**src/core/rgca_consts.vh**
```
// constants for the receive global control alias register bank
`ifndef RGCA_CONSTS_VH
`define RGCA_CONSTS_VH

// register bus geometry
`define RGCA_ADDR_W          8
`define RGCA_DATA_W          32

// byte offsets of the two views of the shared control word
`define RGCA_OFS_ALIAS       8'h60
`define RGCA_OFS_PRIMARY     8'h44

// width of one section's group of run bits
`define RGCA_FIELD_W         5

// receive field sits in bits 4..0
`define RGCA_RX_LSB          0
`define RGCA_RX_MSB          4

// transmit field sits in bits 12..8
`define RGCA_TX_LSB          8
`define RGCA_TX_MSB          12

// positions of each run bit inside a section field
`define RGCA_BIT_BITCLK      0
`define RGCA_BIT_HFDIV       1
`define RGCA_BIT_SER         2
`define RGCA_BIT_SM          3
`define RGCA_BIT_FSG         4

// reset values: every section held in reset
`define RGCA_FIELD_RST       5'h00
`define RGCA_WORD_RST        32'h0000_0000
`define RGCA_RESV_ZERO       3'h0
`define RGCA_RESV_HI_ZERO    19'h0_0000

`endif

```
**src/core/rgca_global_ctl.v**
```verilog
// shared global control word with its primary view and receive-only alias
//
// Contract
// - alias write changes only bits four..zero
// - alias read returns whole shared word
// - receive reset independent of transmit reset
// - bits twelve..eight read transmit, ignore alias writes
// - reserved bits read zero, writes ignored
// - bit four runs receive frame sync
// - bit three runs receive state machine
// - bit two lets receive serializers operate
// - bit one runs receive fast divider
// - bit zero runs receive bit divider
`timescale 1ns/1ps
`default_nettype none
`include "rgca_consts.vh"

module rgca_global_ctl
(
    input  wire                         clk_sys,                  // register bus clock, 20 MHz
    input  wire                         rst_n,                    // async reset, active low
    input  wire [`RGCA_ADDR_W-1:0]      addr,                     // byte address
    input  wire [`RGCA_DATA_W-1:0]      wr_data,                  // write data
    input  wire                         wr_stb,                   // write strobe, one cycle
    input  wire                         rd_stb,                   // read strobe, one cycle
    output wire [`RGCA_DATA_W-1:0]      rd_data,                  // read data, cycle after strobe
    output wire [`RGCA_DATA_W-1:0]      shared_global_control_word, // live shared word
    output wire                         rx_framesync_gen_run,     // receive frame sync active
    output wire                         rx_state_machine_run,     // receive state machine released
    output wire                         rx_serializer_active,     // receive serializers operate
    output wire                         rx_hf_divider_run,        // receive fast divider runs
    output wire                         rx_bitclk_divider_run,    // receive bit divider runs
    output wire                         tx_framesync_gen_run,     // transmit frame sync active
    output wire                         tx_state_machine_run,     // transmit state machine released
    output wire                         tx_serializer_active,     // transmit serializers operate
    output wire                         tx_hf_divider_run,        // transmit fast divider runs
    output wire                         tx_bitclk_divider_run     // transmit bit divider runs
);

    // address match, used for both the write and the read decode
    function hit_at;
        input [`RGCA_ADDR_W-1:0] a;     // address on the bus
        input [`RGCA_ADDR_W-1:0] ofs;   // register offset
        begin
            hit_at = (a == ofs);
        end
    endfunction

    // decode of the two views
    wire                            hit_alias;     // receive-only alias view
    wire                            hit_primary;   // full primary view
    wire                            hit_any;       // any mapped register

    // section fields, the single copy of the state
    wire [`RGCA_FIELD_W-1:0]        rx_field_q;    // receive run bits
    wire [`RGCA_FIELD_W-1:0]        tx_field_q;    // transmit run bits

    // load controls for each field
    wire                            rx_wr_en;      // receive field load
    wire                            tx_wr_en;      // transmit field load
    wire [`RGCA_FIELD_W-1:0]        rx_wr_field;   // receive bits from the bus
    wire [`RGCA_FIELD_W-1:0]        tx_wr_field;   // transmit bits from the bus

    // assembled word seen by every reader
    wire [`RGCA_DATA_W-1:0]         word;

    assign hit_alias   = hit_at(addr, `RGCA_OFS_ALIAS);
    assign hit_primary = hit_at(addr, `RGCA_OFS_PRIMARY);
    assign hit_any     = hit_alias | hit_primary;

    // only bits 4..0 and 12..8 of the data are taken; the rest is dropped here so
    // that reserved bits cannot land anywhere, and tx_wr_en keeps the transmit
    // positions of an alias write out of the transmit field
    assign rx_wr_field = wr_data[`RGCA_RX_MSB:`RGCA_RX_LSB];
    assign tx_wr_field = wr_data[`RGCA_TX_MSB:`RGCA_TX_LSB];

    // either view may load the receive bits; they hit the same flops
    assign rx_wr_en = wr_stb & hit_any;

    // the transmit bits load only through the primary view: an alias write
    // leaves the transmit reset state alone
    assign tx_wr_en = wr_stb & hit_primary;

    // receive section run bits
    rgca_ctl_field u_rx_field
    (
        .clk_sys  (clk_sys),
        .rst_n    (rst_n),
        .wr_en    (rx_wr_en),
        .wr_field (rx_wr_field),
        .field_q  (rx_field_q)
    );

    // transmit section run bits
    rgca_ctl_field u_tx_field
    (
        .clk_sys  (clk_sys),
        .rst_n    (rst_n),
        .wr_en    (tx_wr_en),
        .wr_field (tx_wr_field),
        .field_q  (tx_field_q)
    );

    // the word: reserved positions are constant zero, transmit bits shown
    // read-only to the alias, receive bits shown live
    assign word = {`RGCA_RESV_HI_ZERO,
                   tx_field_q,
                   `RGCA_RESV_ZERO,
                   rx_field_q};

    // both views return the same word, so a read never depends on which
    // address last wrote the bits
    rgca_rd_port u_rd_port
    (
        .clk_sys  (clk_sys),
        .rst_n    (rst_n),
        .rd_stb   (rd_stb),
        .rd_hit   (hit_any),
        .rd_word  (word),
        .rd_data_q (rd_data)
    );

    assign shared_global_control_word = word;

    // a zero holds the unit in reset, a one releases it; the unit logic
    // itself sits outside this bank and reads these levels directly
    assign rx_framesync_gen_run  = rx_field_q[`RGCA_BIT_FSG];
    assign rx_state_machine_run  = rx_field_q[`RGCA_BIT_SM];
    assign rx_serializer_active  = rx_field_q[`RGCA_BIT_SER];
    assign rx_hf_divider_run     = rx_field_q[`RGCA_BIT_HFDIV];
    assign rx_bitclk_divider_run = rx_field_q[`RGCA_BIT_BITCLK];

    // transmit levels come from their own field, untouched by alias writes
    assign tx_framesync_gen_run  = tx_field_q[`RGCA_BIT_FSG];
    assign tx_state_machine_run  = tx_field_q[`RGCA_BIT_SM];
    assign tx_serializer_active  = tx_field_q[`RGCA_BIT_SER];
    assign tx_hf_divider_run     = tx_field_q[`RGCA_BIT_HFDIV];
    assign tx_bitclk_divider_run = tx_field_q[`RGCA_BIT_BITCLK];

    // limitation: software that writes ones into reserved positions sees no
    // effect here, but a later revision may give them meaning

endmodule // rgca_global_ctl
`default_nettype wire

```
**src/core/rgca_ctl_field.v**
```verilog
// five-bit field of run bits for one section of the shared control word
`timescale 1ns/1ps
`default_nettype none
`include "rgca_consts.vh"

module rgca_ctl_field
(
    input  wire                         clk_sys,   // register bus clock
    input  wire                         rst_n,     // async reset, active low
    input  wire                         wr_en,     // one-cycle load pulse
    input  wire [`RGCA_FIELD_W-1:0]     wr_field,  // value to load
    output reg  [`RGCA_FIELD_W-1:0]     field_q    // stored run bits
);

    wire [`RGCA_FIELD_W-1:0]            field_d;   // next value of the run bits

    // hold unless loaded; the flops take a value on every edge, so the hold
    // path is plain logic and no clock enable is needed
    assign field_d = wr_en ? wr_field : field_q;

    // the only storage of the section: every view of the word reads these flops
    always @(posedge clk_sys or negedge rst_n)
    begin
        if (!rst_n)
        begin
            field_q <= `RGCA_FIELD_RST;    // all units held in reset
        end
        else
        begin
            field_q <= field_d;            // new run bits or the old ones
        end
    end

endmodule // rgca_ctl_field
`default_nettype wire

```
**src/core/rgca_rd_port.v**
```verilog
// registered read data stage for the control register bank
`timescale 1ns/1ps
`default_nettype none
`include "rgca_consts.vh"

module rgca_rd_port
(
    input  wire                         clk_sys,   // register bus clock
    input  wire                         rst_n,     // async reset, active low
    input  wire                         rd_stb,    // read strobe of the master
    input  wire                         rd_hit,    // address maps to a register
    input  wire [`RGCA_DATA_W-1:0]      rd_word,   // value to return on a hit
    output reg  [`RGCA_DATA_W-1:0]      rd_data_q  // answer, one cycle after strobe
);

    // data stand only in the cycle after the strobe; zero otherwise so that
    // a stale word never looks like a fresh answer
    always @(posedge clk_sys or negedge rst_n)
    begin
        if (!rst_n)
        begin
            rd_data_q <= `RGCA_WORD_RST;
        end
        else if (rd_stb && rd_hit)
        begin
            rd_data_q <= rd_word;          // mapped register
        end
        else
        begin
            rd_data_q <= `RGCA_WORD_RST;   // idle or unmapped reads as zero
        end
    end

endmodule // rgca_rd_port
`default_nettype wire

```
**config.mk**
```make
export PLATFORM = sky130hd
export DESIGN_NAME = rgca_global_ctl
export DESIGN_NICKNAME = d
export VERILOG_FILES = /design/src/core/rgca_global_ctl.v /design/src/core/rgca_ctl_field.v /design/src/core/rgca_rd_port.v
export VERILOG_INCLUDE_DIRS = /design/src /design/src/core
export SDC_FILE = /design/constraint.sdc
export NUM_CORES = 1
export LEC_CHECK = 0
export ABC_AREA = 1
export BUFFER_PORTS_ARGS = -buffer_cell sky130_fd_sc_hd__clkbuf_2
export CELL_PAD_IN_SITES_DETAIL_PLACEMENT = 1
export CELL_PAD_IN_SITES_GLOBAL_PLACEMENT = 2
export CORE_MARGIN = 5
export CORE_UTILIZATION = 23
export CTS_CLUSTER_SIZE = 16
export DETAILED_ROUTE_END_ITERATION = 6
export PLACE_DENSITY = 0.79
export SETUP_SLACK_MARGIN = 0.5
export SYNTH_ARGS = -nofsm -noshare
export SYNTH_HDL_FRONTEND = slang
export SYNTH_HIERARCHICAL = 1
export SYNTH_SLANG_ARGS = --single-unit
```
**constraint.sdc**
```tcl
create_clock -name clk_sys -period 0.8 [get_ports clk_sys]
set_clock_uncertainty 0.05 [all_clocks]
set_input_delay 0.08 -clock clk_sys [delete_from_list [all_inputs] [get_ports clk_sys]]
set_output_delay 0.08 -clock clk_sys [all_outputs]
set_load 0.05 [all_outputs]
```
### After elaboration in Yosys (flattened, before gate mapping)

Index checks and enable logic that the tools add are counted.
W data, S select, Z words.

| cells by class | value |
|---|---|
| add/subtract/negate cells | 0 |
| multiply operators | 0 |
| div/mod/pow operators | 0 |
| order comparisons | 0 |
| equal/unequal tests | 2 |
| shift operators | 0 |
| mux-type cells | 1 |
| bitwise logic cells | 3 |
| reductions and logical operators | 1 |

Operator list:

| kind | number |
|---|---|
| $eq A8 B7 Y1 const B | 2 |
| $mux W13 | 1 |
| $and A1 B1 Y1 | 2 |
| $logic_and A1 B1 Y1 | 1 |
| $or A1 B1 Y1 | 1 |

| word-level totals | value |
|---|---|
| register bits | 42 |
| latch bits | 0 |
| RAM bits | 0 |
| memory bits (read-only) | 0 |
| bits of input ports | 44 |
| output and inout port bits | 74 |
| logic and storage cells | 10 |
| memories | 0 |

### Depth between registers and ports, before layout

Gate-level depths: netlist of the first run.

| depth | value |
|---|---|
| depth after elaboration | 4 |
| depth in mapped cells | 8 |
| depth with buffers taken out | 8 |

### By module

Netlist of the first run, hierarchy kept.

Modules (own cells, without submodules):

| module | instances | cells an instance | area each (um2) | seq. area each (um2) |
|---|---|---|---|---|
| rgca_rd_port | 1 | 100 | 1,171.1 | 800.8 |
| rgca_ctl_field | 2 | 21 | 185.2 | 125.1 |
| rgca_global_ctl | 1 | 52 | 327.8 | 0.0 |

### Least setup slack after synthesis of the first run

OpenSTA, ideal clock, no wires.

| path | value |
|---|---|
| path kind | reg-to-output |
| start | register u_rx_field.field_q[0] |
| end | output shared_global_control_word[0] |
| arrival | 0.921 ns |
| data required time | 0.670 ns |
| setup slack | -0.251 ns |
| cell stages (with the launch flop) | 2 |
| buffers on the path | 1 |
| path through | dfrtp_1 buf_4 |

RTL lines:

| what | RTL line | RTL |
|---|---|---|
| from (decl) | rgca_ctl_field.v:12 | `` output reg [`RGCA_FIELD_W-1:0] field_q `` |
| from (signal assigned) | rgca_ctl_field.v:26 | `` field_q <= `RGCA_FIELD_RST; `` |
| from (signal assigned) | rgca_ctl_field.v:30 | `field_q <= field_d;` |
| to (decl) | rgca_global_ctl.v:27 | `` output wire [`RGCA_DATA_W-1:0] shared_global_control_word, `` |

No word-level cell between the ends.

### Worst setup path in the final report of the first run

| path | value |
|---|---|
| start | register u_rx_field.field_q[0] |
| end | output shared_global_control_word[0] |

No word-level cell between the ends.

==> results of run 1 <==
## repair_timing
action	in CTS	in global routing
endpoints found under the setup margin	72	72
hold endpoints to repair	52	51
resized for setup	134	57
pin swaps	7	14
setup buffers	10	7
## how the worst min path moves through the flow
stage and endpoint:
2_1_floorplan u_rd_port/rd_data_q[0], 3_3_place_gp u_rd_port/rd_data_q[7], 3_5_place_dp u_rd_port/rd_data_q[7], 4_1_cts u_rd_port/rd_data_q[0]
5_1_grt u_tx_field/field_q[3], 6_report u_rd_port/rd_data_q[8]
## registers in the layout, indices dropped and copies added, names as in the netlist
signal and flops:
u_rx_field/field_q 5, u_tx_field/field_q 5, u_rd_port/rd_data_q 32
## cells by family (layout without fill, tap and decap cells)
logic type / Yosys count / after routing / synth area share
flip-flops: 42 / 42 / 0.562
other: 1 / 44 / 0.00201
buffers and inverters: 76 / 144 / 0.229
AND/OR/NAND/NOR: 75 / 75 / 0.207
## final cells by class
class                           instances  area (µm²)  share of cell area
Timing Repair Buffer                   95        1120               0.347
Tap cell                              102         128              0.0396
Sequential cell                        42        1100               0.343
Inverter                               41         169              0.0525
Multi-Input combinational cell        119         612               0.190
Clock inverter                          1        5.00             0.00155
Clock buffer                            7        86.3              0.0268
## synth_stat cells, drive strengths merged
| cell type | instances |
|---|---|
| dfrtp | 42 |
| inv | 41 |
| nand2 | 37 |
| nor2 | 36 |
| buf | 35 |
| nand3 | 2 |
| conb | 1 |
## power groups by stage
| stage | logic [W] | registers [W] | clock network [W] |
|---|---|---|---|
| global placement | 0.000763 | 0.00224 | 0 |
| finish | 0.00104 | 0.00222 | 0.00138 |
| global route | 0.00110 | 0.00223 | 0.00153 |
| CTS | 0.000967 | 0.00221 | 0.00143 |
| detailed placement | 0.000770 | 0.00224 | 0 |
| floorplan | 0.000605 | 0.00236 | 0 |
## metrics by stage
stage	instance area (µm²)	hold WS, ns	cells	total power, W
floorplan	2160	-0.266	237	0.00296
global placement	2380	0.0232	382	0.00300
detailed placement	2380	0.0346	382	0.00301
CTS	3080	-0.280	400	0.00460
global route	3220	-0.270	407	0.00485
finish	3220	-0.286	407	0.00464
## layer usage
layer | vias up | track usage | part of all wire
li1 | 687 | - | -
met1 | 649 | 0.0903 | 0.36
met2 | 60 | 0.165 | 0.55
met3 | 5 | 0.0264 | 0.076
met4 | 0 | 0.0435 | 0.020
met5 | - | 0 | 0
==> metrics.yaml, run 1 <==
violations: "hold timing, setup timing"
cts.sinks: 42
yosysSeqAreaShare: 0.562
cts_buffers: 5
fill_cells: 876
period_minus_slack_ns: 1.04
cpMaxStageDelayCell: "dfrtp_2"
num_rows: 32
required_ns: 0.67
synth_cell_types: 13
hp-class: "input pin to async pin"
cts_buffer_depth: 2
rr_endpoint: "u_rd_port/rd_data_q[1]"
htree_num_levels: 2
cp_slowest_stage_delay_ns: 0.46
vias: 1401
gr-total-overflow: 0
switching_share: 0.309
initial_utilization: 0.239
io_buffer_count: 73
cap_violations: 0
drt_iter0_markers: 12
finalSetupViolCount: 69
postRouteWirelength_mm: 4.44
max_freq_mhz: 960
startpoint: "u_rx_field/field_q[0]"
syn_area_um2: 1870
die_w_um: 100
nets: 348
synth_top_area_share: 0.562
finish.utilization: 0.412
p_leak_nw: 1.52
slew_viol_final: 0
power_frac_comb: 0.224
ys_ff_latch: 42
path_buf_inv: 1
ioPinCount: 118
startpoint_type: "register"
post-route-period-util: 1.30
synth_area_leaders: "dfrtp_1 56%, buf_4 13%, nor2_2 9.7%"
critical-path-top-delay-family: "flip-flops"
final.setup.tns_ns: -11.86
place_congestion: 0.720
insertion_delay_ns: 0.28
wl_per_cell_um: 10.9
drive_above_1_share: 0.675
first_pass_iters: 4
yosysWarningCount: 6
grt_max_degree: 43
clk_pin_slew_ns: 0.07
cts_tree: "done"
finalHoldViolations: 52
final_cell_mix: "48 x buf_8, 44 x conb_1, 42 x dfrtp_2, 26 x nor2_2"
crit_type: "register to primary output"
internal_power_w: 0.00321
area_growth_pct: 72.2
p_per_area_nw_per_um2: 1440
r2r_cells: 4
ir_drop_v: 0.000618
die_area_um2: 10000
diodes: 0
yosysTopAreaCell: "dfrtp_1"
clockRootBuffer: "clkbuf_8"
hold-worst-slack_ns: -0.286
synth_area_per_cell_um2: 9.64
drtAntennaViolNets: 0
cp_cell_sequence: "buf_8"
grt_usage: 0.0890
setup.worst_path.end_class: "primary output"
reg2reg_slack_ns: -0.15
die_h_um: 100
grt_setup_unrepaired: "true"
cp-endpoint: "shared_global_control_word[0]"
grt_pass1_wl_mm: 6.90
final_common_cell: "buf_8"
power.share.clock: 0.298
drc: 0
switching_power_w: 0.00143
pwr-share-seq: 0.478
synthCells: 194
outcome: "finished, violations left"
dp_hpwl_mm: 3.12
routed_via_density: 3.44
cp_data_arrival_time_ns: 0.91
path_depth: 1
pre_cts_slack_ns: -0.311
r2r-start: "u_rx_field/field_q[1]"
core-area_um2: 7810
layout_setup_ws_ns: -0.241
grt_pass1_vias: 1450
crit_path_max_fanout: 4
antenna_found_initial: 0
No activity file was read; power rests on OpenSTA's default activity.
==> run 2: changes to the inputs <==
Settings changed: ABC_AREA 1 to unset, CORE_UTILIZATION 23 to 24, PLACE_DENSITY 0.79 to 0.81.
==> run 2 against run 1 <==
Net effect:
- sequential power barely moved
- final cell count shrank 17%
- critical endpoint is now u_tx_field/field_q[1]
- sequential share of layout area rose by 1.6 points
- the run still ends with hold timing, setup timing left
- fmax shrank 25%
- global-route usage increased by 1.8 points
==> metrics.yaml, run 2 <==
final_common_cell: "buf_8"
path_buf_inv: 2  # +1
htree_num_levels: 2  # unchanged
yosysMostFrequentCell: "dfrtp_1"
cts_buffer_depth: 2  # unchanged
cpMaxStageDelayCell: "or4_4"
clockRootBuffer: "clkbuf_8"
critical-path-top-delay-family: "simple AND/OR/NAND/NOR gates"
final_cell_mix: "48 x buf_8, 44 x conb_1, 35 x dfrtp_2, 31 x and3_1, 21 x clkbuf_2"
io_buffer_count: 73  # unchanged
fill_cells: 742  # -15%
core-area_um2: 6830  # -13%
outcome: "finished, violations left"
synth_area_leaders: "dfrtp_1 62%, buf_4 14%, and3_1 12%"
period_minus_slack_ns: 1.39  # +0.346 ns
slew_viol_final: 0  # unchanged
grt_pass1_wl_mm: 7.23  # +4.8%
die_area_um2: 8870  # -12%
cap_violations: 0  # unchanged
drive_above_1_share: 0.646  # -0.0293
syn_area_um2: 1700  # -9.0%
startpoint_type: "input pin"
grt_usage: 0.107  # +0.0183
max_freq_mhz: 721  # -25%
wl_per_cell_um: 14.7  # +35%
stdcell_count: 339  # -17%
initial_utilization: 0.249  # +0.00966
antenna_found_initial: 0  # unchanged
cts.sinks: 42  # unchanged
yosysWarningCount: 6  # unchanged
die_w_um: 94.2  # -5.9%
ir_drop_v: 0.000905  # +46%
synth_area_per_cell_um2: 13.0  # +35%
hp-class: "input pin to async pin"
insertion_delay_ns: 0.29  # about the same
synth_cell_types: 14  # +1
routed_via_density: 3.81  # +11%
p_per_area_nw_per_um2: 1600  # +11%
largest_registers: "u_rd_port/rd_data_q (32), u_rx_field/field_q (5), u_tx_field/field_q (5)"
crit_type: "input pin to register"
ioPinCount: 118  # unchanged
cp_data_arrival_time_ns: 1.51  # +0.60 ns
largest_reg_flops: 32  # unchanged
cts_tree: "done"
synthCells: 131  # -32%
cts_buffers: 5  # unchanged
gr-total-overflow: 0  # unchanged
clk_pin_slew_ns: 0.08  # about the same
required_ns: 0.93  # +0.26 ns
ys_ff_latch: 42  # unchanged
die_h_um: 94.2  # -5.9%
area_growth_pct: 79.5
vias: 1291  # -7.9%
crit_path_max_fanout: 5  # +1
drtAntennaViolNets: 0  # unchanged
dp_cells: 317  # -17%
synth-async-reset-ratio: 1.00  # unchanged
grt_setup_unrepaired: "true"
hold-worst-slack_ns: -0.277  # +0.00926 ns
yosysTopAreaCell: "dfrtp_1"
nets: 286  # -18%
synth_top_area_share: 0.618  # +0.0554
regMostFlops: "u_rd_port/rd_data_q"
yosysSeqAreaShare: 0.618  # +0.0554
post-route-period-util: 1.73  # +0.433
diodes: 0  # unchanged
synth_common_cells: "42 x dfrtp_1, 32 x and3_1, 32 x buf_4"
ys.flop_type: "dfrtp_1"
layout_setup_ws_ns: -0.587  # -0.346 ns
p_leak_nw: 1.62  # +6.1%
drc: 0  # unchanged
first_pass_iters: 2  # -2
cp_slowest_stage_delay_ns: 0.58  # +0.12 ns
synth_edf_count: 0  # unchanged
grt_pass1_vias: 1375  # -5.2%
place_congestion: 0.648  # -10%
drt_iter0_markers: 26  # +14
num_rows: 30  # -6.3%
postRouteWirelength_mm: 4.98  # +12%
finalSetupViolCount: 72  # +4.3%
setup.worst_path.end_class: "register"
grt_max_degree: 43  # unchanged
cp_cell_sequence: "clkbuf_2, or4_4, nor4_4, buf_6, mux2_4"
dp_hpwl_mm: 3.13  # +0.54%
violations: "hold timing, setup timing"
finalHoldViolations: 52  # unchanged
run 2: what timing repair did:
action,4_1_cts,5_1_grt
hold endpoints to repair,52,51
endpoints found under the setup margin,72,72
pin swaps,3,3
gates resized for setup,116,57
setup buffers,8,5
cloned,0,1
run 2: layer usage:
| layer | GRT usage | wire length, µm | vias up |
|---|---|---|---|
| li1 | - | - | 581 |
| met1 | 0.108 | 1630 | 647 |
| met2 | 0.209 | 2920 | 56 |
| met3 | 0.0248 | 362 | 7 |
| met4 | 0.0433 | 73 | 0 |
| met5 | 0 | 0 | - |
run 2: kinds of logic (layout without fill, tap and decap cells):
family                 after synthesis  in the layout  share of synthesized area
multiplexers                        10             10                     0.0662
flip-flops                          42             42                      0.618
buffers and inverters               39            108                      0.161
other                                1             44                    0.00220
AND/OR/NAND/NOR                     38             38                      0.148
XOR/XNOR                             1              1                    0.00515
run 2: path summary, 6_finish.rpt:
| kind | start | endpoint | slack (ns) | cells past startpoint |
|---|---|---|---|---|
| worst max register to register | u_rx_field/field_q[3] | u_rx_field/field_q[3] | -0.23 | 2 |
| worst min register to register | u_rx_field/field_q[1] | u_rx_field/field_q[1] | 0.57 | 1 |
| worst min-delay path | rst_n | u_tx_field/field_q[3] | -0.28 | 2 |
| min in group clk_sys | wr_data[8] | u_tx_field/field_q[0] | -0.03 | 2 |
| max in group asynchronous | rst_n | u_rd_port/rd_data_q[3] | 0.76 | 2 |
| worst max-delay path | addr[7] | u_tx_field/field_q[1] | -0.59 | 5 |
run 2: layout make-up:
type                            count  area [µm²]  share of cell area
Timing Repair Buffer               99        1120               0.366
Sequential cell                    42        1090               0.358
Multi-Input combinational cell     93         609               0.200
Tap cell                           96         120              0.0393
Clock buffer                        5        68.8              0.0225
Clock inverter                      3        40.0              0.0131
Inverter                            1        3.75             0.00123
run 2: power by group:
part	internal, W	switching (W)	leakage, nW	total [W]
logic	0.000355	0.000677	1.03	0.00103
registers	0.00216	0.0000593	0.526	0.00222
clock network	0.000918	0.000707	0.0579	0.00163
total	0.00343	0.00144	1.62	0.00488
run 2: through the flow:
| stage | utilization | total power, W | instance area, µm² | setup slack (ns) | TNS, ns |
|---|---|---|---|---|---|
| 6_report | 0.447 | 0.00488 | 3050 | -0.587 | -20.78 |
| 5_1_grt | 0.447 | 0.00510 | 3050 | -0.625 | -23.42 |
| 4_1_cts | 0.428 | 0.00487 | 2930 | -0.599 | -21.23 |
| 3_5_place_dp | 0.331 | 0.00305 | 2260 | -0.924 | -16.28 |
| 3_3_place_gp | 0.331 | 0.00304 | 2260 | -0.872 | -15.47 |
| 2_1_floorplan | - | 0.00293 | 1920 | -0.761 | -16.17 |
==> run 3: changes to the inputs <==
Settings changed: CORE_ASPECT_RATIO set to 1.1.
==> run 3 against run 2 <==
Net effect:
- the flow still finishes with violations (hold timing, setup timing)
- count of clock-buffer cells in the layout rose by 3
- sequential share of layout area rose by 0.97 points
- global-route usage fell by 1.0 points
- die area barely moved
- combinational power fell by 3%
- fmax fell by 1.0%
- worst hold slack got worse by 0.0049 ns
- register-to-register slack barely moved
- final cell count fell by 4.7%
- core utilization fell by 1.9 points
- cell area fell by 2.4%
- via count fell by 5.7%
- largest cell class is now sequential cells
- largest power group unchanged
- highest routed layer unchanged
==> metrics.yaml, run 3 (synthesis results as in run 2) <==
nets: 281  # -1.7%
post-route-period-util: 1.75  # +0.0181
max_freq_mhz: 713  # -1.0%
final.setup.tns_ns: -20.84  # -0.0524 ns
slew_viol_final: 0  # unchanged
r2r-start: "u_tx_field/field_q[3]"
antenna_found_initial: 0  # unchanged
setup.worst_path.end_class: "register"
ioPinCount: 118  # unchanged
cp_data_arrival_time_ns: 1.53  # +0.02 ns
drtAntennaViolNets: 0  # unchanged
die_area_um2: 8880  # about the same
cts_buffers: 5  # unchanged
grt_setup_unrepaired: "true"
drt_iter0_markers: 24  # -7.7%
clk_pin_slew_ns: 0.08  # about the same
die_h_um: 98.3  # +4.4%
area_growth_pct: 75.1
rr_endpoint: "u_tx_field/field_q[3]"
startpoint: "addr[1]"
p_total_w: 0.00477  # -2.1%
clockRootBuffer: "clkbuf_8"
hp-class: "input pin to async pin"
p_leak_nw: 1.58  # -2.3%
core-area_um2: 6970  # +2.0%
p_per_area_nw_per_um2: 1600  # +0.32%
hold-worst-slack_ns: -0.282  # -0.00488 ns
num_rows: 32  # +6.7%
cts_tree: "done"
ir_drop_v: 0.000716  # -21%
regArea_um2: 1100  # +0.23%
period_minus_slack_ns: 1.40  # +0.0145 ns
outcome: "finished, violations left"
htree_num_levels: 2  # unchanged
reg2reg_slack_ns: -0.22  # about the same
required_ns: 0.93  # about the same
multi_input_area_um2: 583  # -4.3%
grt_pass1_vias: 1326  # -3.6%
finalSetupViolCount: 72  # unchanged
drc: 0  # unchanged
vias: 1217  # -5.7%
r2r_cells: 2  # unchanged
cpMaxStageDelayCell: "or4_4"
place_congestion: 0.653  # +0.83%
cts_buffer_depth: 2  # unchanged
initial_utilization: 0.244  # -0.00483
gr-total-overflow: 0  # unchanged
dp_hpwl_mm: 2.97  # -5.3%
die_w_um: 90.3  # -4.2%
cap_violations: 0  # unchanged
largest_reg_flops: 32  # unchanged
first_pass_iters: 4  # +2
final_common_cell: "buf_8"
drive_above_1_share: 0.643  # -0.00323
final_cell_mix: "47 x buf_8, 44 x conb_1, 37 x dfrtp_2, 32 x and3_1, 21 x clkbuf_2"
cp_slowest_stage_delay_ns: 0.57  # about the same
grt_pass1_wl_mm: 6.81  # -5.8%
regMostFlops: "u_rd_port/rd_data_q"
insertion_delay_ns: 0.28  # about the same
diodes: 0  # unchanged
largest_registers: "u_rd_port/rd_data_q (32), u_rx_field/field_q (5), u_tx_field/field_q (5)"
postRouteWirelength_mm: 4.31  # -14%
wl_per_cell_um: 13.3  # -9.3%
crit_type: "input pin to register"
grt_usage: 0.0970  # -0.0103
io_buffer_count: 73  # unchanged
layout_setup_ws_ns: -0.602  # -0.0145 ns
pre_cts_slack_ns: -0.926  # -0.00237 ns
violations: "hold timing, setup timing"
grt_max_degree: 43  # unchanged
cts.sinks: 42  # unchanged
routed_via_density: 3.77  # -1.1%
crit_path_max_fanout: 4  # -1
cp_cell_sequence: "clkbuf_2, or4_4, nor4_4, buf_4, mux2_2"
fill_cells: 735  # -0.94%
finalHoldViolations: 50  # -3.8%
startpoint_type: "input pin"
run 3: changes by cell type in the layout (fill, tap and decap cells not counted), sizes merged:
| cell | delta |
|---|---|
| clkinv | -2 |
| buf | -6 |
| bufinv | -1 |
| clkbuf | +4 |
run 3: critical path, delay by kind of cell:
family	cells	cell delay [ns]
and+or+nand+nor	2	0.86
buffers and inverters	2	0.26
muxes	1	0.33
run 3: report_power, final:
group	internal, W	switching, W	leakage [nW]
Clock	0.000872	0.000692	0.0575
Combinational	0.000334	0.000660	1.00
Sequential	0.00216	0.0000582	0.522
Total	0.00337	0.00141	1.58
run 3: cell type report:
| cell class | count | share of cell area |
|---|---|---|
| clock buffer | 8 | 0.0369 |
| sequential | 42 | 0.368 |
| inverter | 1 | 0.00126 |
| multi-input combinational | 93 | 0.196 |
| timing repair buffer | 94 | 0.362 |
| tap | 85 | 0.0357 |
run 3: routing by layer:
metal / vias to the layer above / GRT usage / share of wire
li1: 572 / - / -
met1: 591 / 0.0958 / 0.35
met2: 52 / 0.189 / 0.57
met3: 2 / 0.0270 / 0.065
met4: 0 / 0.0378 / 0.0098
met5: - / 0 / 0
run 3: worst max-delay path by stage:
stage	endpoint	slack (ns)	cells after the start
floorplan	u_tx_field/field_q[0]	-0.76	3
global placement	u_rx_field/field_q[4]	-0.89	5
detailed placement	u_rx_field/field_q[2]	-0.93	5
CTS	u_rx_field/field_q[2]	-0.61	5
global route	u_rx_field/field_q[4]	-0.64	5
finish	u_rx_field/field_q[2]	-0.60	5
run 3: stage by stage:
stage	utilization	instances	area [µm²]
after floorplan	-	174	1920
after global placement	0.324	306	2260
after detailed placement	0.324	306	2260
after CTS	0.417	322	2910
after global routing	0.428	323	2980
final	0.428	323	2980
run 3: repair_timing:
item	4_1_cts	5_1_grt
setup endpoints to repair	72	72
buffers inserted	8	1
cloned	0	0
endpoints found under the hold margin	52	51
resized for setup	111	52
